**src/common/torque_cond_consts.svh**
```systemverilog
// offsets, field positions, reset values and scaling constants of the torque conditioner
`ifndef TORQUE_COND_CONSTS_SVH
`define TORQUE_COND_CONSTS_SVH
`define OFS_CTRL        8'h00
`define OFS_DEADBAND    8'h04
`define OFS_VEL_GAIN    8'h08
`define OFS_TRQ_GAIN    8'h0C
`define OFS_OUT_FUNC    8'h10
`define OFS_RIPPLE      8'h14
`define OFS_STATUS      8'h18
`define OFS_COMMAND     8'h1C
`define CTRL_TYPE_BIT   0
`define CTRL_FA1_LSB    4
`define CTRL_GP_BIT     8
`define RST_TYPE        1'b0
`define RST_FA1         2'h3
`define RST_DEADBAND    8'h00
`define RST_VEL_GAIN    16'sh03E8
`define RST_TRQ_GAIN    16'sh0064
`define RST_OUT_FUNC    14'h0003
`define RST_RIPPLE      9'h000
`define VEL_GAIN_MAX    16'sh2710
`define TRQ_GAIN_MAX    16'sh07D0
`define RIPPLE_MAX      9'h12C
`define OUT_FUNC_MAX    14'h270F
`define FA1_VEL_LIMIT   2'h1
`define FA1_UNUSED      2'h3
`define DIGIT_OPEN_REACH  4'h9
`define DIGIT_CLOSE_REACH 4'h8
`define FULL_SCALE_SHIFT 11
`define MV_PER_CODE_NUM  10'h271
`define MV_PER_CODE_SHIFT 7
`endif

```
**src/common/torque_cond_pkg.sv**
```systemverilog
// types shared by the torque conditioner modules
package torque_cond_pkg;
  typedef enum logic [2:0] {
    OUT_GENERAL     = 3'b001,
    OUT_CLOSE_REACH = 3'b010,
    OUT_OPEN_REACH  = 3'b100
  } out_mode_t;
  typedef struct packed {
    logic signed [15:0] value;
    logic               in_band;
  } scaler_state_t;
  typedef struct packed {
    logic reached;
    logic out;
  } reach_state_t;
endpackage

```
**src/common/scale_if.sv**
```systemverilog
// carrier between the top and one analog scaling channel
interface scale_if #(parameter int ADC_W = 12);
  logic signed [ADC_W-1:0] code;
  logic signed [15:0]      gain;
  logic [7:0]              deadband;
  logic signed [15:0]      value;
  logic                    in_band;
  modport scaler (input code, input gain, input deadband, output value, output in_band);
  modport user (output code, output gain, output deadband, input value, input in_band);
endinterface

```
**src/rtl/analog_scaler.sv**
```systemverilog
// one analog channel: deadband test in millivolts and gain scaling to full scale
`include "torque_cond_consts.svh"
module analog_scaler
  import torque_cond_pkg::*;
#(
  parameter int ADC_W = 12
) (
  input  wire logic hclk,
  input  wire logic hresetn,
  scale_if.scaler   ch
);
  scaler_state_t s_r;
  scaler_state_t s_nxt;
  logic [ADC_W:0]       abs_code;
  logic [ADC_W+10:0]    mv_wide;
  logic signed [ADC_W+15:0] prod;
  logic signed [ADC_W+15:0] scaled;

  // magnitude in mV, then product of code and gain at full scale
  always_comb begin
    s_nxt    = s_r;
    abs_code = ch.code[ADC_W-1] ? (ADC_W+1)'(-$signed({ch.code[ADC_W-1], ch.code}))
                                : (ADC_W+1)'($signed({ch.code[ADC_W-1], ch.code}));
    mv_wide  = ((ADC_W+11)'(abs_code) * (ADC_W+11)'(`MV_PER_CODE_NUM)) >> `MV_PER_CODE_SHIFT;
    prod     = (ADC_W+16)'(ch.code) * (ADC_W+16)'(ch.gain);
    scaled   = prod >>> `FULL_SCALE_SHIFT;
    s_nxt.in_band = (mv_wide <= (ADC_W+11)'(ch.deadband));
    // saturate so a later negation cannot overflow
    if (scaled > 32767)       s_nxt.value = 16'sh7FFF;
    else if (scaled < -32767) s_nxt.value = -16'sh7FFF;
    else                      s_nxt.value = 16'(scaled);
    if (s_nxt.in_band) s_nxt.value = '0;
  end

  always_ff @(posedge hclk or negedge hresetn) begin
    if (!hresetn) s_r <= '0;
    else          s_r <= s_nxt;
  end

  assign ch.value   = s_r.value;
  assign ch.in_band = s_r.in_band;
endmodule // analog_scaler

```
**src/rtl/analog_torque_command_conditioner.sv**
```systemverilog
// analog torque mode conditioner: AHB-Lite registers, command gating, velocity clamp
`include "torque_cond_consts.svh"
// How it works
// - single-ended deadband 0..255 mV, default zero
// - separate differential deadband 0..255 mV
// - run switch closed: torque follows command
// - run switch open: motor held, no torque
// - direction switch closed reverses rotation
// - input type 0 single-ended, 1 differential
// - first input may act as velocity limit
// - first input function 1..3, default 3 unused
// - velocity gain -100..100 rps at 10 V
// - velocity gain held as rps times 100
// - third output reports torque reached
// - lowest decimal digit selects output behaviour
// - digit 9: closed until reached, then open
// - digit 8: closed when reached, else open
// - digit 3 default: general purpose output
// - reached within ripple tolerance 0.00..3.00 A
// - ripple tolerance held as amps times 100
// - torque gain -20..20 A at 10 V
// - single-ended command on second 12-bit input
module analog_torque_command_conditioner
  import torque_cond_pkg::*;
#(
  parameter int ADC_W = 12
) (
  input  wire logic               hclk,
  input  wire logic               hresetn,
  input  wire logic               hsel,
  input  wire logic [31:0]        haddr,
  input  wire logic [1:0]         htrans,
  input  wire logic               hwrite,
  input  wire logic [2:0]         hsize,
  input  wire logic [31:0]        hwdata,
  input  wire logic               hready,
  output logic                    hreadyout,
  output logic                    hresp,
  output logic [31:0]             hrdata,
  input  wire logic [ADC_W-1:0]   first_analog_input,
  input  wire logic [ADC_W-1:0]   second_analog_input,
  input  wire logic               run_stop_switch,
  input  wire logic               direction_switch,
  input  wire logic signed [15:0] actual_torque,
  input  wire logic signed [15:0] motor_speed,
  output logic signed [15:0]      torque_command,
  output logic [15:0]             velocity_limit,
  output logic                    velocity_limit_active,
  output logic                    motor_enable,
  output logic                    torque_reached_output
);
  typedef struct packed {
    logic               input_type_select;
    logic [1:0]         first_input_function;
    logic               gp_out;
    logic [7:0]         single_input_deadband;
    logic [7:0]         differential_deadband;
    logic signed [15:0] velocity_limit_gain;
    logic signed [15:0] torque_gain;
    logic [13:0]        output_function_select;
    logic [8:0]         torque_ripple_tolerance;
    logic               wr_pend;
    logic               addr_hit;
    logic [7:0]         addr;
    logic [31:0]        rdata;
    logic signed [15:0] cmd;
    logic [15:0]        vlim;
    logic               vlim_act;
    logic               enable;
    logic               speed_clamp;
  } top_state_t;

  top_state_t s_r;
  top_state_t s_nxt;

  scale_if #(.ADC_W(ADC_W)) trq_ch ();
  scale_if #(.ADC_W(ADC_W)) vel_ch ();

  logic                    reached;
  logic signed [ADC_W:0]   diff_wide;
  logic signed [ADC_W-1:0] diff_code;
  logic [3:0]              digit;
  out_mode_t               out_mode;
  logic signed [15:0]      vel_value_d;
  logic [15:0]             speed_abs;
  logic signed [15:0]      wr_s16;

  // clamp a signed write into a symmetric legal range
  function automatic logic signed [15:0] clamp_s16(input logic signed [15:0] v,
                                                   input logic signed [15:0] lim);
    logic signed [15:0] r;
    r = v;
    if (v > lim)  r = lim;
    if (v < -lim) r = -lim;
    return r;
  endfunction

  // read mux, taken in the address phase so the data phase needs no wait
  function automatic logic [31:0] read_word(input top_state_t s, input logic [7:0] a,
                                            input logic rch);
    logic [31:0] w;
    w = '0;
    case (a)
      `OFS_CTRL: begin
        w[`CTRL_TYPE_BIT]           = s.input_type_select;
        w[`CTRL_FA1_LSB+1:`CTRL_FA1_LSB] = s.first_input_function;
        w[`CTRL_GP_BIT]             = s.gp_out;
      end
      `OFS_DEADBAND: w[15:0] = {s.differential_deadband, s.single_input_deadband};
      `OFS_VEL_GAIN: w[15:0] = s.velocity_limit_gain;
      `OFS_TRQ_GAIN: w[15:0] = s.torque_gain;
      `OFS_OUT_FUNC: w[13:0] = s.output_function_select;
      `OFS_RIPPLE:   w[8:0]  = s.torque_ripple_tolerance;
      `OFS_STATUS:   w[5:0]  = {s.speed_clamp, s.vlim_act, rch, s.enable,
                                direction_switch, run_stop_switch};
      `OFS_COMMAND:  w       = {s.vlim, s.cmd};
      default:       w       = '0;
    endcase
    return w;
  endfunction

  // differential source is second minus first, saturated to the converter width
  always_comb begin
    diff_wide = (ADC_W+1)'($signed(second_analog_input)) - (ADC_W+1)'($signed(first_analog_input));
    if (diff_wide > $signed((ADC_W+1)'({1'b0, {(ADC_W-1){1'b1}}})))
      diff_code = {1'b0, {(ADC_W-1){1'b1}}};
    else if (diff_wide < $signed((ADC_W+1)'({2'b11, {(ADC_W-1){1'b0}}})))
      diff_code = {1'b1, {(ADC_W-1){1'b0}}};
    else
      diff_code = diff_wide[ADC_W-1:0];
  end

  // torque channel: source and deadband chosen by input type
  assign trq_ch.code     = s_r.input_type_select ? diff_code
                                                  : $signed(second_analog_input);
  assign trq_ch.deadband = s_r.input_type_select ? s_r.differential_deadband
                                                  : s_r.single_input_deadband;
  assign trq_ch.gain     = s_r.torque_gain;

  // velocity channel from the first input; no deadband on the limit
  assign vel_ch.code     = $signed(first_analog_input);
  assign vel_ch.deadband = 8'h00;
  assign vel_ch.gain     = s_r.velocity_limit_gain;

  analog_scaler #(.ADC_W(ADC_W)) u_trq_scale (
    .hclk    (hclk),
    .hresetn (hresetn),
    .ch      (trq_ch.scaler)
  );

  analog_scaler #(.ADC_W(ADC_W)) u_vel_scale (
    .hclk    (hclk),
    .hresetn (hresetn),
    .ch      (vel_ch.scaler)
  );

  // lowest decimal digit picks the output mode; unknown digits stay general purpose
  always_comb begin
    digit = 4'(s_r.output_function_select % 14'h000A);
    case (digit)
      `DIGIT_OPEN_REACH:  out_mode = OUT_OPEN_REACH;
      `DIGIT_CLOSE_REACH: out_mode = OUT_CLOSE_REACH;
      default:            out_mode = OUT_GENERAL;
    endcase
  end

  torque_reach u_reach (
    .hclk       (hclk),
    .hresetn    (hresetn),
    .command    (s_r.cmd),
    .actual     (actual_torque),
    .tolerance  (s_r.torque_ripple_tolerance),
    .mode       (out_mode),
    .gp_value   (s_r.gp_out),
    .reached    (reached),
    .out_closed (torque_reached_output)
  );

  assign vel_value_d = vel_ch.value;
  assign speed_abs   = motor_speed[15] ? 16'(-motor_speed) : 16'(motor_speed);
  assign wr_s16      = $signed(hwdata[15:0]);

  // bus slave, register writes and command gating
  always_comb begin
    s_nxt = s_r;
    // address phase: latch target, fetch read data early
    s_nxt.wr_pend = 1'b0;
    if (hsel && hready && htrans[1]) begin
      s_nxt.wr_pend  = hwrite;
      s_nxt.addr     = haddr[7:0];
      s_nxt.addr_hit = (haddr[31:8] == 24'h000000);
      // a write leaves the last read word standing for slow masters
      if (!hwrite)
        s_nxt.rdata  = (haddr[31:8] != 24'h000000) ? 32'h0000_0000
                       : read_word(s_r, haddr[7:0], reached);
    end
    // data phase write; out-of-range values are pulled to the nearest legal one, but a first input function of 0 is ignored
    if (s_r.wr_pend && s_r.addr_hit) begin
      case (s_r.addr)
        `OFS_CTRL: begin
          s_nxt.input_type_select = hwdata[`CTRL_TYPE_BIT];
          s_nxt.gp_out            = hwdata[`CTRL_GP_BIT];
          if (hwdata[`CTRL_FA1_LSB+1:`CTRL_FA1_LSB] != 2'h0)
            s_nxt.first_input_function = hwdata[`CTRL_FA1_LSB+1:`CTRL_FA1_LSB];
        end
        `OFS_DEADBAND: begin
          s_nxt.single_input_deadband = hwdata[7:0];
          s_nxt.differential_deadband = hwdata[15:8];
        end
        `OFS_VEL_GAIN: s_nxt.velocity_limit_gain = clamp_s16(wr_s16, `VEL_GAIN_MAX);
        `OFS_TRQ_GAIN: s_nxt.torque_gain = clamp_s16(wr_s16, `TRQ_GAIN_MAX);
        `OFS_OUT_FUNC: s_nxt.output_function_select =
          (hwdata[15:0] > 16'(`OUT_FUNC_MAX)) ? `OUT_FUNC_MAX : hwdata[13:0];
        `OFS_RIPPLE: s_nxt.torque_ripple_tolerance =
          (hwdata[15:0] > 16'(`RIPPLE_MAX)) ? `RIPPLE_MAX : hwdata[8:0];
        default: ;
      endcase
    end
    // velocity limit only when the first input is assigned to it
    s_nxt.vlim_act = (s_r.first_input_function == `FA1_VEL_LIMIT);
    s_nxt.vlim     = vel_value_d[15] ? 16'(-vel_value_d) : 16'(vel_value_d);
    // direction switch flips the sign of the conditioned command
    s_nxt.cmd = direction_switch ? 16'(-trq_ch.value) : trq_ch.value;
    // stop pushing further once speed passes the limit in the same direction
    s_nxt.speed_clamp = s_r.vlim_act && (speed_abs > s_r.vlim) && (s_nxt.cmd != 16'sh0000)
                        && (motor_speed[15] == s_nxt.cmd[15]);
    if (s_nxt.speed_clamp) s_nxt.cmd = 16'sh0000;
    // run switch open holds the motor whatever the analog input says
    s_nxt.enable = run_stop_switch;
    if (!run_stop_switch) s_nxt.cmd = 16'sh0000;
  end

  always_ff @(posedge hclk or negedge hresetn) begin
    if (!hresetn) begin
      s_r                         <= '0;
      s_r.input_type_select       <= `RST_TYPE;
      s_r.first_input_function    <= `RST_FA1;
      s_r.single_input_deadband   <= `RST_DEADBAND;
      s_r.differential_deadband   <= `RST_DEADBAND;
      s_r.velocity_limit_gain     <= `RST_VEL_GAIN;
      s_r.torque_gain             <= `RST_TRQ_GAIN;
      s_r.output_function_select  <= `RST_OUT_FUNC;
      s_r.torque_ripple_tolerance <= `RST_RIPPLE;
    end else begin
      s_r <= s_nxt;
    end
  end

  // zero wait states, always OKAY; hreadyout is a constant flop output
  logic hready_r;
  logic hresp_r;
  always_ff @(posedge hclk or negedge hresetn) begin
    if (!hresetn) begin
      hready_r <= 1'b1;
      hresp_r  <= 1'b0;
    end else begin
      hready_r <= 1'b1;
      hresp_r  <= 1'b0;
    end
  end

  assign hreadyout             = hready_r;
  assign hresp                 = hresp_r;
  assign hrdata                = s_r.rdata;
  assign torque_command        = s_r.cmd;
  assign velocity_limit        = s_r.vlim;
  assign velocity_limit_active = s_r.vlim_act;
  assign motor_enable          = s_r.enable;
endmodule // analog_torque_command_conditioner

```
**src/rtl/torque_reach.sv**
```systemverilog
// torque reached detection and the polarity of the third general output
module torque_reach
  import torque_cond_pkg::*;
(
  input  wire logic               hclk,
  input  wire logic               hresetn,
  input  wire logic signed [15:0] command,
  input  wire logic signed [15:0] actual,
  input  wire logic [8:0]         tolerance,
  input  wire out_mode_t          mode,
  input  wire logic               gp_value,
  output logic                    reached,
  output logic                    out_closed
);
  reach_state_t s_r;
  reach_state_t s_nxt;
  logic signed [16:0] err;
  logic [16:0]        err_abs;

  // compare within the ripple band, then pick output polarity
  always_comb begin
    s_nxt   = s_r;
    err     = 17'(command) - 17'(actual);
    err_abs = err[16] ? 17'(-err) : 17'(err);
    s_nxt.reached = (err_abs <= 17'(tolerance));
    case (mode)
      OUT_CLOSE_REACH: s_nxt.out = s_nxt.reached;
      OUT_OPEN_REACH:  s_nxt.out = !s_nxt.reached;
      OUT_GENERAL:     s_nxt.out = gp_value;
      default:         s_nxt.out = gp_value;
    endcase
  end

  always_ff @(posedge hclk or negedge hresetn) begin
    if (!hresetn) s_r <= '0;
    else          s_r <= s_nxt;
  end

  assign reached    = s_r.reached;
  assign out_closed = s_r.out;
endmodule // torque_reach

```
**config.mk**
```make
export PLATFORM = sky130hd
export DESIGN_NAME = analog_torque_command_conditioner
export DESIGN_NICKNAME = d
export VERILOG_FILES = /design/src/common/torque_cond_pkg.sv /design/src/common/scale_if.sv /design/src/rtl/analog_scaler.sv /design/src/rtl/analog_torque_command_conditioner.sv /design/src/rtl/torque_reach.sv
export VERILOG_INCLUDE_DIRS = /design/src /design/src/common
export SDC_FILE = /design/constraint.sdc
export NUM_CORES = 2
export LEC_CHECK = 0
export ABC_AREA = 1
export BUFFER_PORTS_ARGS = -buffer_cell sky130_fd_sc_hd__buf_2
export CAP_MARGIN = 15
export CORE_ASPECT_RATIO = 1.1
export CORE_UTILIZATION = 60
export CTS_CLUSTER_SIZE = 30
export DETAILED_ROUTE_END_ITERATION = 6
export PLACE_DENSITY = 0.86
export SLEW_MARGIN = 20
export SYNTH_ARGS = -nofsm -noshare
export SYNTH_HDL_FRONTEND = slang
export SYNTH_HIERARCHICAL = 1
export SYNTH_SLANG_ARGS = --single-unit
```
**constraint.sdc**
```tcl
create_clock -name hclk -period 11.85 [get_ports hclk]
set_input_delay 2.37 -clock hclk [delete_from_list [all_inputs] [get_ports hclk]]
set_output_delay 2.37 -clock hclk [all_outputs]
set_load 0.01 [all_outputs]
```
Word-level counts from Yosys, hierarchy flattened

Index checks and enable logic that the tools add are counted.
W data, S select, Z words.

Register bits after elaboration: 186
Latch bits: 0
Memory bits (writable): 0
Bits in read-only memories: 0
Output and inout port bits: 69
Logic and storage cells: 128
Memories: 0

Add/subtract/negate cells: 8
$mul: 4
Divide/modulo/power cells: 1
$lt $le $gt $ge: 16
Equality and inequality tests: 18
Shifts and indexed selects: 0
Muxes and demuxes: 37
Bitwise gates (word level): 1
Reductions and logical operators: 21

Operators with widths:

| operator                 | count |
|---|---|
| $mux W16                 | 16 |
| $mux W32                 | 2 |
| $mul A12 B16 Y28         | 2 |
| $eq A8 B5 Y1 const B     | 6 |
| $neg A16 Y16             | 3 |
| $mul A13 B10 Y23 const B | 2 |
| $mux W42                 | 1 |
| $mux W12                 | 3 |
| $gt A17 B16 Y1 const B   | 2 |
| $lt A17 B16 Y1 const B   | 2 |
| $eq A8 B4 Y1 const B     | 4 |
| $mux W13                 | 2 |
| $neg A12 Y13             | 2 |
| $pmux W5 S5              | 1 |
| $logic_not A24 Y1        | 1 |
| $reduce_bool A24 Y1      | 1 |
| $pmux W3 S7              | 1 |
| $le A17 B9 Y1            | 1 |
| $mux W17                 | 1 |
| $neg A17 Y17             | 1 |
| $sub A16 B16 Y17         | 1 |
| $eq A8 B3 Y1 const B     | 2 |
| $gt A16 B12 Y1 const B   | 1 |
| $gt A16 B14 Y1 const B   | 1 |
| 34 further kinds         | 47 |

Logic depth before layout (Yosys ltp)

Word-level depth: 10
Gate-level depth with buffers: 57
Gate-level depth less buffers: 56

Cells and area by module

Netlist, hierarchy kept.

By module, submodules not included:

| module                            | instances | cells an instance | area each (um^2) |
|---|---|---|---|
| analog_scaler at u_vel_scale      | 1         | 1,521             | 11,004.3 |
| analog_scaler at u_trq_scale      | 1         | 1,433             | 10,712.8 |
| analog_torque_command_conditioner | 1         | 1,307             | 9,972.1 |
| torque_reach                      | 1         | 404               | 2,099.5 |

Worst setup path after synthesis

Ideal clock, no wire load.

Path kind: input to register
Start point: input port second_analog_input[0]
End point: register u_trq_scale.s_r (netlist bit u_trq_scale/ch.value[10])
Library setup time: 124 ps
Arrival: 10,586 ps
Slack: 1,140 ps
Stages: 53
Cell sequence: inv_1 ha_1 inv_1 fa_1 a21oi_1 o21bai_1 a21oi_1 o21bai_1 a21oi_1 o21ai_0 nand2_1 o21ai_0 a2111oi_0 a21oi_1 nor2_1 inv_1 nand2_1 o22ai_1 [17 not listed] inv_1 ha_1 a21oi_1 o21ai_0 a21oi_1 o21ai_2 xor2_1 ha_1 nand2_1 nor2_1 nand3_1 o21ai_0 nand2_1 nor2_1 nand2_1 nor2_4 buf_6 a21oi_1

RTL lines:

| what                 | line                                    | text |
|---|---|---|
| start, declared      | analog_torque_command_conditioner.sv:41 | `input wire logic [ADC_W-1:0] second_analog_input,` |
| end signal, assigned | analog_scaler.sv:37                     | `else s_r <= s_nxt;` |
| end, declared        | analog_scaler.sv:12                     | `scaler_state_t s_r;` |

==> run summary <==
Status = complete, no violations
Mapped Area = 33700 sq um
Final Hold Viols = 0
PortBufs = 178
Iter 0 DRT Violations = 2749
First-pass GRT wire length = 147 mm
Most common cell after layout, fill and taps aside = inv_1
Synthesized instance count = 4663
Syn_area_per_cell = 7.24 sq um
Worst Min Path Start = u_vel_scale/ch.value[0]$_DFF_PN0_
Slowest-stage cell, CP = fa_1
Most Crowded Layer GR = met2
Synth warn = 6
Clock Pin Slew Worst Setup and Hold Paths = 0.07 ns
Worst setup SP type = input pin
Vias in the first global route = 30.2k
Routed vias = 30.0k
Max Fclk = 89.9 MHz
CP bufs+invs = 12
TritonCTS buffer count = 17
Overflow after GRT = 0
CP Data Required Time = 12.24 ns
Core Rows = 90
Layout Cells excl Fill = 5483
Placed insts = 5446
Maximum number of pins on one net before global-route repair = 75
Tmin final = 11.12 ns
All-layer global routing usage = 0.320
H-tree depth = 4
Final critical-path share of the clock period = 0.938
Critical path class = in2reg
Relative slew slack = 0.317
Initial Utilization = 0.611
FF-to-FF setup slack = 4.33 ns
Hold crit path type = reg2reg
Critical Path AT = 11.51 ns
Root Buffer = clkbuf_16
Vias per cell = 5.47
WHS Path Cells = 0
Hold slack = 0.410 ns
DRC viols = 0
Layout cell share with drive strength beyond 1 = 0.0938
GRT met3 Usage = 0.0722
Num Clock Sinks = 186
CP dominant cell by count = inv_1
Wirelength per Cell = 16.1 microns
Clock skew = 0.0173 ns
Actual slew at the worst max-slew pin = 1.02 ns
Initial antenna violation count = 9
Global routing usage on met2 = 0.543
DRT Pass-1 Iters = 7
Core Region = 55200 sq um
Min-Delay Endpoint = velocity_limit[0]$_DFF_PN0_
Clk buf depth = 2
Reg2Reg Depth = 37
Met1 global-route usage = 0.393
Crit end category = register
Clk Latency, worst-skew pair = 0.50 ns
Final RePlAce weighted congestion = 0.984
Delay-heaviest family, CP = adder cells
CP max FO = 6
Antenna-violating nets left = 0
Commonest cells after routing, fill and taps aside = inv_1, nand2_1, fa_1
Total I/O pin count = 201
Final #Nets = 5572
Worst R2R Start = s_r[151]$_DFFE_PN0P_
Final wirelength = 88.3 mm
Slowest stage delay, CP = 0.53 ns
DP HPWL = 71.9 mm
R2R Path End = u_trq_scale/ch.value[13]$_DFF_PN0_
Max-slew violations = 0
# setup viols final = 0
Layout area overhead = 5.30%
Overall die width = 228 microns
Total die area = 57200 sq um
Max-capacitance violation count = 0
Hold buffer count at CTS = 0
Die Y = 251 microns
CTS tree = yes
## how the worst max path moves through the flow
stage / start / endpoint / slack (ns) / depth (start not counted)
2_1_floorplan: second_analog_input[0] / u_trq_scale/ch.value[10]$_DFF_PN0_ / 1.14 / 53
3_3_place_gp: second_analog_input[0] / u_trq_scale/ch.value[6]$_DFF_PN0_ / 0.38 / 52
3_5_place_dp: second_analog_input[0] / u_trq_scale/ch.value[7]$_DFF_PN0_ / 0.09 / 52
4_1_cts: second_analog_input[0] / u_trq_scale/ch.value[13]$_DFF_PN0_ / 0.58 / 52
5_1_grt: second_analog_input[0] / u_trq_scale/ch.value[13]$_DFF_PN0_ / -0.14 / 52
6_report: second_analog_input[0] / u_trq_scale/ch.value[13]$_DFF_PN0_ / 0.73 / 52
## layout make-up
class	instances	area [sq um]
clock buffers	18	429
repair buffers	214	1180
inverters	1169	4390
well taps	736	921
flip-flops and latches	186	4670
diodes	4	10.0
multi-input cells	3142	23800
fillers	4670	19700
clock inverters	14	169
## registers in the layout, indices dropped and copies added (netlist names)
signal / cells
vel_ch.gain: 16
s_r: 54
u_vel_scale/ch.value: 16
u_reach/reached: 1
velocity_limit_active: 1
motor_enable: 1
trq_ch.gain: 16
u_trq_scale/ch.value: 16
hrdata: 32
torque_command: 16
u_reach/out_closed: 1
velocity_limit: 16
## metrics by stage
stage	util	setup TNS, ns	cell area, sq um	worst slack (ns)
5_1_grt	0.644	-0.398	35500	-0.143
2_1_floorplan	-	0	33800	1.14
3_3_place_gp	0.632	0	34900	0.382
4_1_cts	0.643	0	35500	0.576
6_report	0.644	0	35500	0.729
3_5_place_dp	0.632	0	34900	0.0909
## worst register-to-register path: cells and delay by family, from the launching register on
family	cells	cell delay [ns]
buffers and inverters	11	1.23
AOI/OAI and AO/OA	3	0.62
DFF	1	0.33
xor gates and xnor gates	2	0.29
and+or+nand+nor	14	2.15
adders and majority gates	7	2.79
## repair_timing
action | 4_1_cts | 5_1_grt
endpoints found under the setup margin | 0 | 16
setup buffers | 0 | 1
resized for setup | 0 | 5
## routing by layer
layer | up-vias | share of wire
li1 | 14163 | -
met1 | 14147 | 0.39
met2 | 1398 | 0.47
met3 | 256 | 0.095
met4 | 8 | 0.043
met5 | - | 0.00053
Power is not shown: default switching activity piles up to over one toggle a cycle in this logic, so the estimate is an artifact.
